==> config.mk <==
export PLATFORM = sky130hd
export DESIGN_NAME = tmr0sp_timer
export DESIGN_NICKNAME = d
export VERILOG_FILES = /design/src/core/tmr0sp_pkg.sv /design/src/core/tmr0sp_timer.sv /design/src/core/tmr0sp_prescaler.sv
export SDC_FILE = /design/constraint.sdc
export NUM_CORES = 1
export LEC_CHECK = 0
export BUFFER_PORTS_ARGS = -buffer_cell sky130_fd_sc_hd__buf_2
export CAP_MARGIN = 40
export CORE_ASPECT_RATIO = 0.6
export CORE_MARGIN = 3
export CORE_UTILIZATION = 30
export CTS_CLUSTER_SIZE = 30
export DETAILED_ROUTE_END_ITERATION = 8
export GPL_ROUTABILITY_DRIVEN = 1
export PLACE_DENSITY = 0.52
export SYNTH_ARGS = -nofsm -noshare
export SYNTH_HDL_FRONTEND = slang
export SYNTH_SLANG_ARGS = --single-unit
==> constraint.sdc <==
create_clock -name i_clk -period 5.4 [get_ports i_clk]
set_input_delay 0.54 -clock i_clk [delete_from_list [all_inputs] [get_ports i_clk]]
set_output_delay 0.54 -clock i_clk [all_outputs]
set_load 0.005 [all_outputs]
==> src/core/tmr0sp_pkg.sv <==
/*
  constants, register map and phase encoding for the shared-prescaler timer.
  assumes a single 50 mhz clock, one clock per oscillator period.
*/
package tmr0sp_pkg;

  // ----------------------------------------------------------------
  // register map
  // ----------------------------------------------------------------
  localparam logic [7:0] ADDR_COUNT = 8'h01;
  localparam logic [7:0] ADDR_IRQCTL = 8'h0B;
  localparam logic [7:0] ADDR_OPTION = 8'h81;
  localparam logic [7:0] ADDR_EVT_STATUS = 8'h0C;
  localparam logic [7:0] ADDR_EVT_MASK = 8'h0D;

  // ----------------------------------------------------------------
  // field positions
  // ----------------------------------------------------------------
  localparam int OPT_SRC_BIT = 5;
  localparam int OPT_EDGE_BIT = 4;
  localparam int OPT_ASSIGN_BIT = 3;
  localparam int OPT_RATIO_MSB = 2;
  localparam int OPT_RATIO_LSB = 0;
  localparam int IRQ_EN_BIT = 5;
  localparam int IRQ_FLAG_BIT = 2;
  localparam int EVT_OVF_BIT = 0;
  localparam int EVT_WDT_BIT = 1;

  // ----------------------------------------------------------------
  // reset values
  // ----------------------------------------------------------------
  localparam logic [7:0] RST_COUNT = 8'h00;
  localparam logic [7:0] RST_IRQCTL = 8'h00;
  localparam logic [7:0] RST_OPTION = 8'hFF;
  localparam logic [7:0] RST_EVT = 8'h00;
  localparam logic [7:0] COUNT_MAX = 8'hFF;
  localparam logic [7:0] COUNT_ONE = 8'h01;

  // ----------------------------------------------------------------
  // prescaler shape
  // ----------------------------------------------------------------
  localparam int PSC_W = 8;
  localparam int SHIFT_W = 4;
  localparam logic [SHIFT_W-1:0] SHIFT_ONE = 4'h1;
  localparam logic [PSC_W-1:0] PSC_ZERO = 8'h00;
  localparam logic [PSC_W-1:0] PSC_ONE = 8'h01;

  // ----------------------------------------------------------------
  // timing
  // ----------------------------------------------------------------
  localparam int CLK_PERIOD_NS = 20;
  localparam int INSTR_PERIOD_NS = 80;
  localparam int CLKS_PER_INSTR = (INSTR_PERIOD_NS + CLK_PERIOD_NS - 1) / CLK_PERIOD_NS;
  localparam int INHIBIT_INSTRS = 2;
  localparam logic [3:0] INHIBIT_CLKS = 4'(INHIBIT_INSTRS * CLKS_PER_INSTR);
  localparam logic [3:0] INHIBIT_ZERO = 4'h0;
  localparam logic [3:0] INHIBIT_ONE = 4'h1;

  // ----------------------------------------------------------------
  // instruction-cycle phases, gray along the cycle
  // ----------------------------------------------------------------
  typedef enum logic [1:0] {
    PH_Q1 = 2'b00,
    PH_Q2 = 2'b01,
    PH_Q3 = 2'b11,
    PH_Q4 = 2'b10
  } tmr0sp_phase_t;

endpackage

==> src/core/tmr0sp_timer.sv <==
/*
  8-bit timer/counter with overflow interrupt and a prescaler shared with
  the watchdog. assumes synchronous pins, one clock per oscillator period,
  and a watchdog outside that supplies ticks and takes the divided ticks.
*/
// Our own choice: the strobed register port.
// Notes on behaviour
// [RQ1] source bit zero: count each instruction cycle when prescaler is elsewhere
// [RQ2] a counter write holds counting off for two instruction cycles
// [RQ3] source bit one: count edges of the external count input
// [RQ4] edge bit zero counts rising edges, one counts falling edges
// [RQ5] one prescaler, timer or watchdog; the other runs undivided
// [RQ6] software can neither read nor write the prescaler count
// [RQ7] assign bit one gives prescaler to watchdog, zero to timer
// [RQ8] ratio codes give 1:2..1:256 for timer, 1:1..1:128 for watchdog
// [RQ9] counter write clears prescaler when timer owns it, assignment kept
// [RQ10] watchdog clear clears prescaler when watchdog owns it
// [RQ11] wrap from FFh to 00h sets the overflow flag
// [RQ12] overflow request masked while its enable bit is zero; an overflow event whose mask bit is set still raises o_irq
// [RQ13] software clears the overflow flag; hardware never does
// [RQ14] counter stops during sleep, so no wake from overflow
// [RQ15] prescaler output sampled in Q2 and Q4 phases
// [RQ16] external input stays high two periods, then low two periods
// [RQ17] without prescaler the sampler takes the input directly
// [RQ18] software clears counter then watchdog before moving the prescaler
`timescale 1ns/1ps
module tmr0sp_timer
  import tmr0sp_pkg::*;
(
  input wire logic i_clk,
  input wire logic i_reset,
  input wire logic i_ce,
  input wire logic [7:0] i_addr,
  input wire logic [7:0] i_wdata,
  input wire logic i_wr,
  input wire logic i_rd,
  output logic [7:0] o_rdata,
  input wire logic i_ext_count_input,
  input wire logic i_sleep,
  input wire logic i_wdt_tick,
  input wire logic i_watchdog_clear_instr,
  output logic o_wdt_tick,
  output logic o_irq
);

  // ----------------------------------------------------------------
  // state
  // ----------------------------------------------------------------
  tmr0sp_phase_t phase_q;
  logic [7:0] count_q;
  logic [7:0] irqctl_q;
  logic [7:0] option_q;
  logic [7:0] evt_q;
  logic [7:0] mask_q;
  logic [7:0] rdata_q;
  logic [3:0] inhibit_q;
  logic ext_prev_q;
  logic samp_q;
  logic wdt_out_q;

  logic src_ext;
  logic edge_fall;
  logic psc_wdt;
  logic [2:0] ratio;
  logic wr_count;
  logic wr_irqctl;
  logic wr_option;
  logic wr_mask;
  logic rd_evt;
  logic ext_lvl;
  logic ext_rise;
  logic inst_level;
  logic tmr_tick;
  logic tmr_level;
  logic psc_tick;
  logic psc_clear;
  logic [SHIFT_W-1:0] psc_shift;
  logic psc_level;
  logic psc_pulse;
  logic src_level;
  logic sample_en;
  logic inc;
  logic ovf;
  logic wdt_evt;

  // ----------------------------------------------------------------
  // option fields
  // ----------------------------------------------------------------
  assign src_ext = option_q[OPT_SRC_BIT];
  assign edge_fall = option_q[OPT_EDGE_BIT];
  assign psc_wdt = option_q[OPT_ASSIGN_BIT]; // [RQ7]
  assign ratio = option_q[OPT_RATIO_MSB:OPT_RATIO_LSB];

  // ----------------------------------------------------------------
  // write decode
  // ----------------------------------------------------------------
  always_comb begin
    wr_count = 1'b0;
    wr_irqctl = 1'b0;
    wr_option = 1'b0;
    wr_mask = 1'b0;
    // prescaler count has no address at all [RQ6]
    if (i_wr && i_addr == ADDR_COUNT) begin
      wr_count = 1'b1;
    end else if (i_wr && i_addr == ADDR_IRQCTL) begin
      wr_irqctl = 1'b1;
    end else if (i_wr && i_addr == ADDR_OPTION) begin
      wr_option = 1'b1;
    end else if (i_wr && i_addr == ADDR_EVT_MASK) begin
      wr_mask = 1'b1;
    end
  end

  assign rd_evt = i_rd && (i_addr == ADDR_EVT_STATUS);

  // ----------------------------------------------------------------
  // phase clock
  // ----------------------------------------------------------------
  always_ff @(posedge i_clk) begin
    if (i_reset) begin
      phase_q <= PH_Q1;
    end else if (i_ce) begin
      case (phase_q)
        PH_Q1: phase_q <= PH_Q2;
        PH_Q2: phase_q <= PH_Q3;
        PH_Q3: phase_q <= PH_Q4;
        default: phase_q <= PH_Q1;
      endcase
    end
  end

  // instruction clock high in Q3 and Q4, one tick at Q1
  assign inst_level = (phase_q == PH_Q3) || (phase_q == PH_Q4);

  // ----------------------------------------------------------------
  // count source
  // ----------------------------------------------------------------
  assign ext_lvl = i_ext_count_input ^ edge_fall; // [RQ4]
  assign ext_rise = ext_lvl & ~ext_prev_q;

  always_ff @(posedge i_clk) begin
    if (i_reset) begin
      ext_prev_q <= 1'b1; // reset option counts falling edges of an idle-low pin
    end else if (i_ce) begin
      ext_prev_q <= ext_lvl;
    end
  end

  // external edges or instruction cycles, stopped in sleep [RQ1] [RQ3] [RQ14]
  assign tmr_tick = ~i_sleep & (src_ext ? ext_rise : (phase_q == PH_Q1));
  assign tmr_level = src_ext ? ext_lvl : inst_level;

  // ----------------------------------------------------------------
  // shared prescaler
  // ----------------------------------------------------------------
  assign psc_tick = psc_wdt ? i_wdt_tick : tmr_tick; // [RQ5]
  // timer ratio is one stage deeper than the watchdog ratio [RQ8]
  assign psc_shift = psc_wdt ? {1'b0, ratio} : ({1'b0, ratio} + SHIFT_ONE);
  // [RQ9] [RQ10]
  assign psc_clear = (wr_count & ~psc_wdt) | (i_watchdog_clear_instr & psc_wdt);

  tmr0sp_prescaler u_psc (
    .i_clk(i_clk),
    .i_reset(i_reset),
    .i_ce(i_ce),
    .i_clear(psc_clear),
    .i_tick(psc_tick),
    .i_level(tmr_level),
    .i_shift(psc_shift),
    .o_level(psc_level),
    .o_pulse(psc_pulse)
  );

  // timer bypasses the division when the watchdog owns it [RQ17]
  assign src_level = psc_wdt ? tmr_level : psc_level;

  // ----------------------------------------------------------------
  // phase sampler
  // ----------------------------------------------------------------
  // [RQ15]
  assign sample_en = ~i_sleep & ((phase_q == PH_Q2) || (phase_q == PH_Q4));

  always_ff @(posedge i_clk) begin
    if (i_reset) begin
      samp_q <= 1'b1;
    end else if (i_ce && sample_en) begin
      samp_q <= src_level;
    end
  end

  // [RQ2] [RQ14]
  assign inc = sample_en & src_level & ~samp_q & (inhibit_q == INHIBIT_ZERO) & ~wr_count;
  assign ovf = inc & (count_q == COUNT_MAX);

  // ----------------------------------------------------------------
  // write inhibit
  // ----------------------------------------------------------------
  always_ff @(posedge i_clk) begin
    if (i_reset) begin
      inhibit_q <= INHIBIT_ZERO;
    end else if (i_ce) begin
      if (wr_count) begin
        inhibit_q <= INHIBIT_CLKS; // [RQ2]
      end else if (inhibit_q != INHIBIT_ZERO) begin
        inhibit_q <= inhibit_q - INHIBIT_ONE;
      end
    end
  end

  // ----------------------------------------------------------------
  // counter
  // ----------------------------------------------------------------
  always_ff @(posedge i_clk) begin
    if (i_reset) begin
      count_q <= RST_COUNT;
    end else if (i_ce) begin
      if (wr_count) begin
        count_q <= i_wdata;
      end else if (inc) begin
        count_q <= count_q + COUNT_ONE;
      end
    end
  end

  // ----------------------------------------------------------------
  // control registers
  // ----------------------------------------------------------------
  always_ff @(posedge i_clk) begin
    if (i_reset) begin
      option_q <= RST_OPTION;
    end else if (i_ce && wr_option) begin
      option_q <= i_wdata;
    end
  end

  always_ff @(posedge i_clk) begin
    if (i_reset) begin
      irqctl_q <= RST_IRQCTL;
    end else if (i_ce) begin
      if (wr_irqctl) begin
        // only software clears the flag, and a wrap in the same cycle wins [RQ13]
        irqctl_q <= i_wdata | (ovf ? (8'h01 << IRQ_FLAG_BIT) : 8'h00);
      end else if (ovf) begin
        irqctl_q[IRQ_FLAG_BIT] <= 1'b1; // [RQ11]
      end
    end
  end

  // ----------------------------------------------------------------
  // event status and mask
  // ----------------------------------------------------------------
  assign wdt_evt = psc_wdt ? psc_pulse : i_wdt_tick;

  always_ff @(posedge i_clk) begin
    if (i_reset) begin
      evt_q <= RST_EVT;
    end else if (i_ce) begin
      if (rd_evt) begin
        evt_q <= RST_EVT;
      end
      if (ovf) begin
        evt_q[EVT_OVF_BIT] <= 1'b1;
      end
      if (wdt_evt) begin
        evt_q[EVT_WDT_BIT] <= 1'b1;
      end
    end
  end

  always_ff @(posedge i_clk) begin
    if (i_reset) begin
      mask_q <= RST_EVT;
    end else if (i_ce && wr_mask) begin
      mask_q <= i_wdata;
    end
  end

  // [RQ12]
  assign o_irq = (irqctl_q[IRQ_FLAG_BIT] & irqctl_q[IRQ_EN_BIT]) | (|(evt_q & mask_q));

  // ----------------------------------------------------------------
  // watchdog tick out
  // ----------------------------------------------------------------
  always_ff @(posedge i_clk) begin
    if (i_reset) begin
      wdt_out_q <= 1'b0;
    end else if (i_ce) begin
      wdt_out_q <= wdt_evt; // [RQ5]
    end
  end

  assign o_wdt_tick = wdt_out_q;

  // ----------------------------------------------------------------
  // read data
  // ----------------------------------------------------------------
  always_ff @(posedge i_clk) begin
    if (i_reset) begin
      rdata_q <= 8'h00;
    end else if (i_ce) begin
      if (i_rd && i_addr == ADDR_COUNT) begin
        rdata_q <= count_q;
      end else if (i_rd && i_addr == ADDR_IRQCTL) begin
        rdata_q <= irqctl_q;
      end else if (i_rd && i_addr == ADDR_OPTION) begin
        rdata_q <= option_q;
      end else if (rd_evt) begin
        rdata_q <= evt_q;
      end else if (i_rd && i_addr == ADDR_EVT_MASK) begin
        rdata_q <= mask_q;
      end else begin
        rdata_q <= 8'h00;
      end
    end
  end

  assign o_rdata = rdata_q;

  // ----------------------------------------------------------------
  // assertions
  // ----------------------------------------------------------------
  property p_ovf_flag;
    @(posedge i_clk) disable iff (i_reset)
    (i_ce && ovf) |=> (irqctl_q[IRQ_FLAG_BIT] && count_q == 8'h00);
  endproperty
  a_ovf_flag: assert property (p_ovf_flag) else $error("wrap did not set flag"); // [RQ11]

  property p_inhibit_len;
    @(posedge i_clk) disable iff (i_reset)
    (i_ce && wr_count) |=> (inhibit_q != INHIBIT_ZERO) [*8];
  endproperty
  a_inhibit_len: assert property (p_inhibit_len) else $error("inhibit too short"); // [RQ2]

  property p_inhibit_hold;
    @(posedge i_clk) disable iff (i_reset)
    (inhibit_q != INHIBIT_ZERO && !wr_count) |=> (count_q == $past(count_q));
  endproperty
  a_inhibit_hold: assert property (p_inhibit_hold) else $error("count moved in inhibit"); // [RQ2]

  property p_irq_masked;
    @(posedge i_clk) disable iff (i_reset)
    (!irqctl_q[IRQ_EN_BIT] && (evt_q & mask_q) == 8'h00) |-> !o_irq;
  endproperty
  a_irq_masked: assert property (p_irq_masked) else $error("masked irq raised"); // [RQ12]

  property p_sleep_stop;
    @(posedge i_clk) disable iff (i_reset)
    (i_sleep && !wr_count) |=> (count_q == $past(count_q));
  endproperty
  a_sleep_stop: assert property (p_sleep_stop) else $error("count moved in sleep"); // [RQ14]

  property p_psc_clr_tmr;
    @(posedge i_clk) disable iff (i_reset)
    (i_ce && wr_count && !psc_wdt) |=> (u_psc.cnt_q == PSC_ZERO && option_q == $past(option_q));
  endproperty
  a_psc_clr_tmr: assert property (p_psc_clr_tmr) else $error("write kept prescaler"); // [RQ9]

  property p_psc_clr_wdt;
    @(posedge i_clk) disable iff (i_reset)
    (i_ce && i_watchdog_clear_instr && psc_wdt) |=> (u_psc.cnt_q == PSC_ZERO);
  endproperty
  a_psc_clr_wdt: assert property (p_psc_clr_wdt) else $error("clear kept prescaler"); // [RQ10]

  property p_wdt_bypass;
    @(posedge i_clk) disable iff (i_reset)
    (i_ce && !psc_wdt) |=> (o_wdt_tick == $past(i_wdt_tick));
  endproperty
  a_wdt_bypass: assert property (p_wdt_bypass) else $error("watchdog tick divided"); // [RQ5]

  property p_sample_phase;
    @(posedge i_clk) disable iff (i_reset)
    (count_q != $past(count_q) && !$past(wr_count))
      |-> ($past(phase_q) == PH_Q2 || $past(phase_q) == PH_Q4);
  endproperty
  a_sample_phase: assert property (p_sample_phase) else $error("count off sample phase"); // [RQ15]

endmodule

==> src/core/tmr0sp_prescaler.sv <==
/*
  shared 8-bit prescaler: counts input ticks, gives a divided level and a
  divided pulse. assumes the caller picks the shift and the clear source.
*/
`timescale 1ns/1ps
module tmr0sp_prescaler
  import tmr0sp_pkg::*;
(
  input wire logic i_clk,
  input wire logic i_reset,
  input wire logic i_ce,
  input wire logic i_clear,
  input wire logic i_tick,
  input wire logic i_level,
  input wire logic [SHIFT_W-1:0] i_shift,
  output logic o_level,
  output logic o_pulse
);

  // ----------------------------------------------------------------
  // hidden count
  // ----------------------------------------------------------------
  logic [PSC_W-1:0] cnt_q;
  logic [PSC_W-1:0] mask;
  logic [2:0] sel;
  logic full;

  always_ff @(posedge i_clk) begin
    if (i_reset) begin
      cnt_q <= PSC_ZERO;
    end else if (i_ce) begin
      if (i_clear) begin
        cnt_q <= PSC_ZERO;
      end else if (i_tick) begin
        cnt_q <= cnt_q + PSC_ONE;
      end
    end
  end

  // ----------------------------------------------------------------
  // ratio mask, one bit per stage
  // ----------------------------------------------------------------
  for (genvar b = 0; b < PSC_W; b++) begin : g_mask
    assign mask[b] = (i_shift > SHIFT_W'(b));
  end

  assign full = ((cnt_q & mask) == mask);
  assign sel = 3'(i_shift - SHIFT_ONE);
  // shift zero passes the input straight through
  assign o_pulse = i_tick & full;
  assign o_level = (i_shift == '0) ? i_level : cnt_q[sel];

endmodule

## Word-level counts from Yosys, hierarchy flattened

Cells that the tools add are included.

| word-level totals | value |
|---|---|
| register bits | 59 |
| latch bits | 0 |
| RAM bits | 0 |
| ROM bits | 0 |
| bits of input ports | 25 |
| output and inout port bits | 10 |
| logic and storage cells | 130 |
| memories | 0 |

| cells by class | value |
|---|---|
| add/sub/neg operators | 5 |
| multiply operators | 0 |
| divide/modulo/power cells | 0 |
| magnitude comparators | 9 |
| equal/unequal tests | 10 |
| shift-type cells | 0 |
| mux-type cells | 37 |
| bitwise logic cells | 23 |
| reductions and logical operators | 32 |

Operators by type and width:

| operator | number |
|---|---|
| 2-to-1 mux 8 bit | 9 |
| == test 8 x 4 -> 1 bit (second input constant) | 3 |
| 2-to-1 mux 1 bit | 21 |
| adder 8 x 1 -> 8 bit (second input constant) | 2 |
| == test 8 bit (second input constant) | 2 |
| > comparator 4 x 3 -> 1 bit (second input constant) | 4 |
| AND reduction 2 bit | 7 |
| AND 1 bit | 12 |
| logical AND 1 bit | 12 |
| 2-to-1 mux 4 bit | 3 |
| nonzero test 2 bit | 6 |
| AND 2 x 8 -> 8 bit | 1 |
| AND 8 bit | 1 |
| == test 8 x 1 -> 1 bit (second input constant) | 1 |
| == test 8 bit | 1 |
| > comparator 4 x 1 -> 1 bit (second input constant) | 2 |
| > comparator 4 x 2 -> 1 bit (second input constant) | 2 |
| zero test 4 bit | 2 |
| OR 8 x 3 -> 8 bit | 1 |
| OR reduction 8 bit | 1 |
| one-hot mux 2 bit (3 select lines) | 1 |
| inverter 1 bit | 5 |
| adder 3 x 1 -> 4 bit (second input constant) | 1 |
| == test 2 bit (second input constant) | 2 |
| other kinds (12) | 14 |

## Longest topological paths before layout

Gate-level depths: netlist of the first run.

| logic depth | value |
|---|---|
| depth after elaboration | 15 |
| mapped depth | 10 |

## Modules after synthesis

A second synthesis of the first run with hierarchy kept.

| unflattened totals | value |
|---|---|
| cell total of the unflattened synthesis | 406 |
| area, all modules | 3507.1 µm² |

By module, submodules not included:

| module | times used | cells each | area each (µm²) |
|---|---|---|---|
| tmr0sp_timer | 1 | 329 | 2901.5 |
| tmr0sp_prescaler | 1 | 77 | 605.6 |

## Least setup slack after synthesis of the first run

OpenSTA, ideal clock, no wires.

| timing path | value |
|---|---|
| path kind | reg2reg |
| from | register option_q[0] |
| to | register count_q[7] |
| setup time | 0.120 ns |
| arrival time | 2.382 ns |
| required time | 5.280 ns |
| setup slack | 2.898 ns |
| stages on the path, launching flop included | 11 |
| buffers on the path | 1 |
| period minus slack after synthesis | 2.502 ns |
| cell sequence | dfxtp_1 > ha_1 > nor2_1 > a21oi_2 > nand3b_1 > a211o_1 > a31o_1 > or3_1 > buf_2 > and3_1 > o31a_1 |

| on the way | value |
|---|---|
| longest elaborated chain between the ends | 13 |
| elaborated cells on any way between the ends | 14 |

RTL lines:

| what | line | RTL |
|---|---|---|
| start, declared | tmr0sp_timer.sv:52 | `logic [7:0] option_q;` |
| start signal, assigned | tmr0sp_timer.sv:232 | `option_q <= i_wdata;` |
| adder 3 x 1 -> 4 bit | tmr0sp_timer.sv:158 | `assign psc_shift = psc_wdt ? {1'b0, ratio} : ({1'b0, ratio} + SHIFT_ONE);` |
| 2-to-1 mux 4 bit (*) | tmr0sp_timer.sv:158 |  |
| subtractor 3 x 1 -> 3 bit | tmr0sp_prescaler.sv:48 | `assign sel = 3'(i_shift - SHIFT_ONE);` |
| binary-select mux 1 bit (select 3 bit) | tmr0sp_prescaler.sv:51 | `assign o_level = (i_shift == '0) ? i_level : cnt_q[sel];` |
| 2-to-1 mux 1 bit (implied by the code) | tmr0sp_prescaler.sv:51 |  |
| 2-to-1 mux 1 bit (*) | tmr0sp_prescaler.sv:51 |  |
| 2-to-1 mux 1 bit (*) | tmr0sp_timer.sv:175 | `assign src_level = psc_wdt ? tmr_level : psc_level;` |
| AND 1 bit (*) (4 in series) | tmr0sp_timer.sv:192 | `assign inc = sample_en & src_level & ~samp_q & (inhibit_q == INHIBIT_ZERO) & ~wr_count;` |
| nonzero test 2 bit (no source line) (*) | - |  |
| AND reduction 2 bit (no source line) (*) | - |  |
| end signal, assigned | tmr0sp_timer.sv:218 | `count_q <= i_wdata;` |
| end signal, assigned | tmr0sp_timer.sv:220 | `count_q <= count_q + COUNT_ONE;` |
| end, declared | tmr0sp_timer.sv:50 | `logic [7:0] count_q;` |

Mark *: on every way between the ends. The rest lies on a longest branch, timed or not. The select of a mux whose other input is x is not followed.
A chain may end at the register's enable or synchronous reset.

## Worst setup path after layout of the first run

| timing path | value |
|---|---|
| from | register option_q[0] |
| to | register count_q[0] |

The elaborated chain is that of the path after synthesis.

==> metrics, run 1 <==
Initial Util a little under a third; # H-tree levels 3; nets a little under 500; Clock Sinks 59; sequential element share of the synthesized area a little over a third; Internal around 840 uW; period utilization approximately three fifths; Setup Viol. Count Final 0; Critical Path RT roughly 5.6 ns; Comb pwr share 12.0%; CP max stage cell dfxtp_1; LEAKAGE ~0.0014 uW; final WL 10200 um; Clk Latency, worst-skew pair roughly 0.33 ns; P&R area growth vs syn 17.4%; number of synthesized flops with an enable pin 0; FILL cells 1115; initial antenna violation count 0; post-detail-place hpwl ~7600 um; Die Wd about 140 um; post-route ant nets 0; grt ovf 0; post-CTS setup buffers 0; clk root buf clkbuf_16; MaxCap Viol Count 0; Final Hold Vio Count 0; Final Max Slew Viols 0; minimum clock period roughly 3.1 ns; Least-Margin Pin Slew approximately 0.9 ns; Sequential Power Share 41.5%; Crit Path Max Fanout 14; Yosys reg bits 59; peak supply drop 0.000149 V; Switching Fraction approximately 27%; RSZ-0062 raised after global routing false; clock-pin slew on the worst setup and hold paths about 0.06 ns; num rows 29; HP Class register to register; Synth top cells by count nor2_1, dfxtp_1, nand2_1, a21oi_1, mux2i_1; total die area roughly 12000 um2; DRC viols 0; cts bufs inserted 9; Cell Chain, Critical Path ha_1 > nor2_1 > a21oi_2 > nand3b_1 > a211o_1 > a31o_1 > or3_1 > a2bb2oi_1 > a221oi_2; synthesized area about 3300 um2; Iter 0 DRT Violations roughly 270; Synth Instances roughly 420; RD Place Congestion 0.923; die height 87.5 um; fmax between 300 and 400 MHz; dominant register cell in the synthesized netlist dfxtp_1; clock buffer depth 2; vias in the first global route about 3k; total iterations of the first detailed-routing run 4; Clock Skew approximately 0.0075 ns; largest net degree at the start of global routing 45; drt via density about 5.3; crit path DAT 3.37 ns; Synth Net Count around 450; Setup CP Type register to register; Switching Power 313 uW; I/O pins 35; wire per inst ~17 um; Clock power frac 46.5%; # diodes 0; syn_area_per_cell 7.97 um2; Critical Path Start Type register; share of the synthesized area in the top cell type between 30% and 40%; final setup TNS 0 ns; Post-synth ARST share 0%; CORE AREA 10700 um2; hold_buf cts 0; Synth area leader dfxtp_1; Post-DP Area 3620 um2; Synth cell types 66; status completed; Setup crit end kind register; port buffer count 34; post-cts resize count 0; max incr delay on CP approximately 0.67 ns; largest cells by area after synthesis dfxtp_1, mux2i_1, nor2_1; Max-slew headroom between 40% and 50%; first-pass GRT wire length between 15000 and 20000 um; Cell Pwr Density between 200 and 300 nW/um2; CTS tree yes; final instance area between 3000 and 4000 um2; Overall Global Routing Usage 17.2%; share of post-route cells with drive strength above 1 approximately 15%; top-count cell post-synth nor2_1; Vias 3169; synth warn 0
-- worst max-delay path, delay by kind of cell (launching register included) --
family / cells / cell delay [ns]
AO/OA/AOI/OAI: 5 / 1.14
adder cells (fa/ha/maj): 1 / 0.37
flip-flops: 1 / 0.67
AND/OR/NAND/NOR: 3 / 0.87
-- metrics by stage --
| step | utilization (%) | instances | hold slack, ns | setup WS [ns] | power (uW) |
|---|---|---|---|---|---|
| 5_1_grt | 36.6 | 593 | 0.498 | 2.08 | 1210 |
| 4_1_cts | 36.6 | 593 | 0.468 | 2.29 | 1170 |
| 3_5_place_dp | 33.9 | 577 | 0.459 | 2.31 | 626 |
| 6_report | 36.6 | 593 | 0.465 | 2.27 | 1160 |
| 3_3_place_gp | 33.8 | 575 | 0.444 | 2.47 | 626 |
| 2_1_floorplan | - | 417 | 0.436 | 2.90 | 582 |
-- flip-flops by register name, indices dropped and copies added (netlist names) --
signal       cells
count_q          8
o_wdt_tick       1
u_psc.cnt_q      8
ext_prev_q       1
phase_q          2
mask_q           8
inhibit_q        4
irqctl_q         8
option_q         8
evt_q            2
samp_q           1
o_rdata          8
-- cell families after synthesis --
family | after synthesis | synth area share [%]
compound gates | 98 | 19.6
xor+xnor | 11 | 3.13
fa+ha+maj | 9 | 3.39
buf+inv | 30 | 3.80
flops | 59 | 35.5
mux | 30 | 9.11
simple gates | 180 | 25.5
-- routing by layer --
layer / part of all wire, % / track usage (%) / up-vias
li1: - / - / 1540
met1: 53 / 27.0 / 1501
met2: 37 / 22.9 / 122
met3: 8.8 / 4.83 / 6
met4: 0.62 / 3.83 / 0
met5: 0 / 0 / -
-- cell type report --
cell class | instances | area, um2 | area share, %
tap | 139 | 174 | 4.46
clock buffer | 12 | 256 | 6.57
clock inverter | 4 | 25.0 | 0.641
sequential | 59 | 1180 | 30.3
timing repair buffer | 38 | 200 | 5.13
inverter | 13 | 48.8 | 1.25
multi-input combinational | 328 | 2020 | 51.7
-- final timing paths --
| path | start | end | slack [ns] | depth (start not counted) |
|---|---|---|---|---|
| worst max-delay path | option_q[0]$_SDFFE_PP1P_ | count_q[0]$_SDFFE_PP0P_ | 2.27 | 9 |
| worst min-delay path | o_rdata[2]$_SDFFE_PP0P_ | o_rdata[2]$_SDFFE_PP0P_ | 0.47 | 2 |
| worst max register to register | option_q[0]$_SDFFE_PP1P_ | count_q[0]$_SDFFE_PP0P_ | 2.27 | 9 |
| worst min register to register | o_rdata[2]$_SDFFE_PP0P_ | o_rdata[2]$_SDFFE_PP0P_ | 0.47 | 2 |
-- power by group through the flow --
stage	Combinational (uW)	Sequential, uW	Clock [uW]
2_1_floorplan	101	481	0
3_3_place_gp	138	488	0
3_5_place_dp	138	488	0
4_1_cts	138	479	548
5_1_grt	159	482	574
6_report	139	481	538
-- layout by cell type, fill, tap and decap left out, types with 4 or more instances in the layout --
| cell | netlist | layout |
|---|---|---|
| a21o_1 | 4 | 4 |
| a21oi_1 | 33 | 33 |
| a22o_1 | 4 | 4 |
| buf_2 | 3 | 34 |
| buf_4 | 0 | 4 |
| clkbuf_16 | 0 | 9 |
| dfxtp_1 | 59 | 59 |
| ha_1 | 9 | 9 |
| inv_1 | 12 | 12 |
| mux2i_1 | 28 | 28 |
| nand2_1 | 47 | 47 |
| nand2b_1 | 5 | 5 |
| nand3_1 | 12 | 12 |
| nand3b_1 | 4 | 4 |
| nor2_1 | 66 | 66 |
| nor3_1 | 16 | 16 |
| o211ai_1 | 4 | 4 |
| o21ai_0 | 13 | 13 |
| o21ai_1 | 5 | 5 |
| o22ai_1 | 4 | 4 |
| or3_1 | 5 | 5 |
| xnor2_1 | 4 | 4 |
| xor2_1 | 6 | 6 |
Note: power is estimated with default switching activity, not from simulation.
==> run 2: changes to the inputs <==
- PLACE_DENSITY: 0.52 -> 0.54
- clock period: 5.4 -> 2.84 ns (I/O delays scaled with it)
==> metrics, run 2 (synthesis results as in run 1) <==
status completed; commonest non-fill, non-tap cell in the layout nor2_1; CP max stage cell or3_4; share of post-route cells with drive strength above 1 17.9% (+3.3 points); Post-DP Area 3730 um2 (+3.1%); MaxCap Viol Count 0 (unchanged); Min Hold Slack 0.241 ns (-0.224 ns); die height 87.5 um (unchanged); Setup CP Type register to register; Clk Latency, worst-skew pair 0.33 ns (about the same); vias in the first global route 3034 (+1.6%); final setup TNS 0 ns (unchanged); # H-tree levels 3 (unchanged); minimum clock period 2.59 ns (-0.539 ns); Iter 0 DRT Violations 283 (+4.4%); Cell Pwr Density 584 nW/um2 (+97%); RD Place Congestion 0.870 (-5.8%); nets 499 (+3.3%); total die area 12400 um2 (unchanged); worst-case hold path end point option_q[6]$_SDFFE_PP1P_; Setup Viol. Count Final 0 (unchanged); LEAKAGE 0.00153 uW (+7.2%); final WL 10500 um (+2.3%); HP Class primary input to register; RSZ-0062 raised after global routing false; Clock Skew 0.00398 ns (-0.00354 ns); Post-Layout Cell Count 609 (+2.7%); Initial Util 31.2% (unchanged); number of cells after detailed placement 592 (+2.6%); Clock Sinks 59 (unchanged); I/O pins 35 (unchanged); initial antenna violation count 1 (+1); Critical Path Start Type register; DRC viols 0 (unchanged); Die Wd 142 um (unchanged); period utilization 91.4% (+33 points); r2r setup slk 0.25 ns (-2.02 ns); hold depth 3 (+1); P&R area growth vs syn 22.9%; worst hold start i_wdata[6]; Critical Path RT 3.09 ns (-2.54 ns); area of the multi-input gates 2020 um2 (+0.25%); Final Max Slew Viols 0 (unchanged); post-detail-place hpwl 7880 um (+4.3%); clock buffer depth 2 (unchanged); post-route ant nets 0 (unchanged); most frequent cells in the layout nor2_1, dfxtp_1, nand2_1, buf_2, a21oi_1; final core utilization 38.3% (+1.7 points); FILL cells 1120 (+0.45%); first-pass GRT wire length 16700 um (+0.37%); fmax 385 MHz (+21%); total iterations of the first detailed-routing run 6 (+2); cts bufs inserted 9 (unchanged); worst reg2reg path depth 9 (unchanged); wire per inst 17.2 um (-0.36%); grt ovf 0 (unchanged); # diodes 0 (unchanged); Final Hold Vio Count 0 (unchanged); Setup crit end kind register; CTS tree yes; Vias 3221 (+1.6%); register area 1180 um2 (unchanged); drt via density 5.29 (-1.0%); Reg2Reg Capture Point count_q[0]$_SDFFE_PP0P_; clk root buf clkbuf_16; Cell Chain, Critical Path ha_1 > nor2_1 > a21oi_2 > nand3b_1 > a211o_1 > a31o_1 > or3_4 > a2bb2oi_1 > a221oi_2; largest net degree at the start of global routing 22 (-51%); Max-slew headroom 57.5% (+17 points); peak supply drop 0.000300 V (+100%); crit path DAT 2.84 ns (-0.53 ns); Least-Margin Pin Slew 0.636 ns (-0.255 ns); port buffer count 34 (unchanged); CORE AREA 10700 um2 (unchanged); final instance area 4090 um2 (+4.7%); num rows 29 (unchanged); max incr delay on CP 0.40 ns (-0.27 ns); Crit Path Max Fanout 8 (-6); Overall Global Routing Usage 17.5% (+0.23 points); clock-pin slew on the worst setup and hold paths 0.06 ns (about the same); FF-to-FF Start option_q[0]$_SDFFE_PP1P_
==> run 2: routing by layer <==
layer  up-vias  share of wire, %  track usage [%]
li1       1575                 -                -
met1      1495                53             27.0
met2       127                37             22.7
met3        22               7.7             5.65
met4         2               1.5             4.62
met5         -              0.18                0
==> run 2: area by class of cell <==
cell class                 count  area share (%)
clock buffer                  10            5.85
clock inverter                 6            2.17
inverter                      13            1.19
multi-input combinational    328            49.5
sequential                    59            28.9
tap                          139            4.26
timing repair buffer          54            8.15
==> run 2: worst max-delay path, delay by kind of cell, from the launching register on <==
| kind | cells | cell delay, ns |
|---|---|---|
| AOI/OAI and AO/OA | 5 | 1.09 |
| and+or+nand+nor | 3 | 0.76 |
| adders and majority gates | 1 | 0.34 |
| DFF | 1 | 0.31 |
==> run 2: timing repair <==
| action | 4_1_cts | 5_1_grt |
|---|---|---|
| hold buffers | 0 | 0 |
| gates resized for setup | 0 | 1 |
| setup endpoints to repair | 0 | 2 |
| buffers inserted | 0 | 1 |
==> run 2: worst max path at each step <==
stage                             startpoint                       to  slack, ns  cells after the start
finish              option_q[0]$_SDFFE_PP1P_  count_q[0]$_SDFFE_PP0P_       0.25                      9
global route        option_q[0]$_SDFFE_PP1P_  count_q[0]$_SDFFE_PP0P_       0.07                      9
CTS                 option_q[0]$_SDFFE_PP1P_  count_q[0]$_SDFFE_PP0P_       0.16                      9
detailed placement  option_q[0]$_SDFFE_PP1P_  count_q[7]$_SDFFE_PP0P_       0.17                      9
global placement    option_q[0]$_SDFFE_PP1P_  count_q[7]$_SDFFE_PP0P_       0.23                      9
floorplan           option_q[0]$_SDFFE_PP1P_  count_q[7]$_SDFFE_PP0P_       0.34                     10
==> run 2: metrics by stage <==
step,power (uW),worst slack [ns]
final,2390,0.246
after floorplan,1110,0.338
after global routing,2490,0.0748
after global placement,1190,0.232
after CTS,2400,0.158
after detailed placement,1200,0.172
==> run 2: power breakdown <==
group,switching (uW),internal (uW),leakage [uW]
clock,413,791,0.000155
combinational,165,107,0.000899
sequential,44.4,867,0.000477
total,622,1760,0.00153
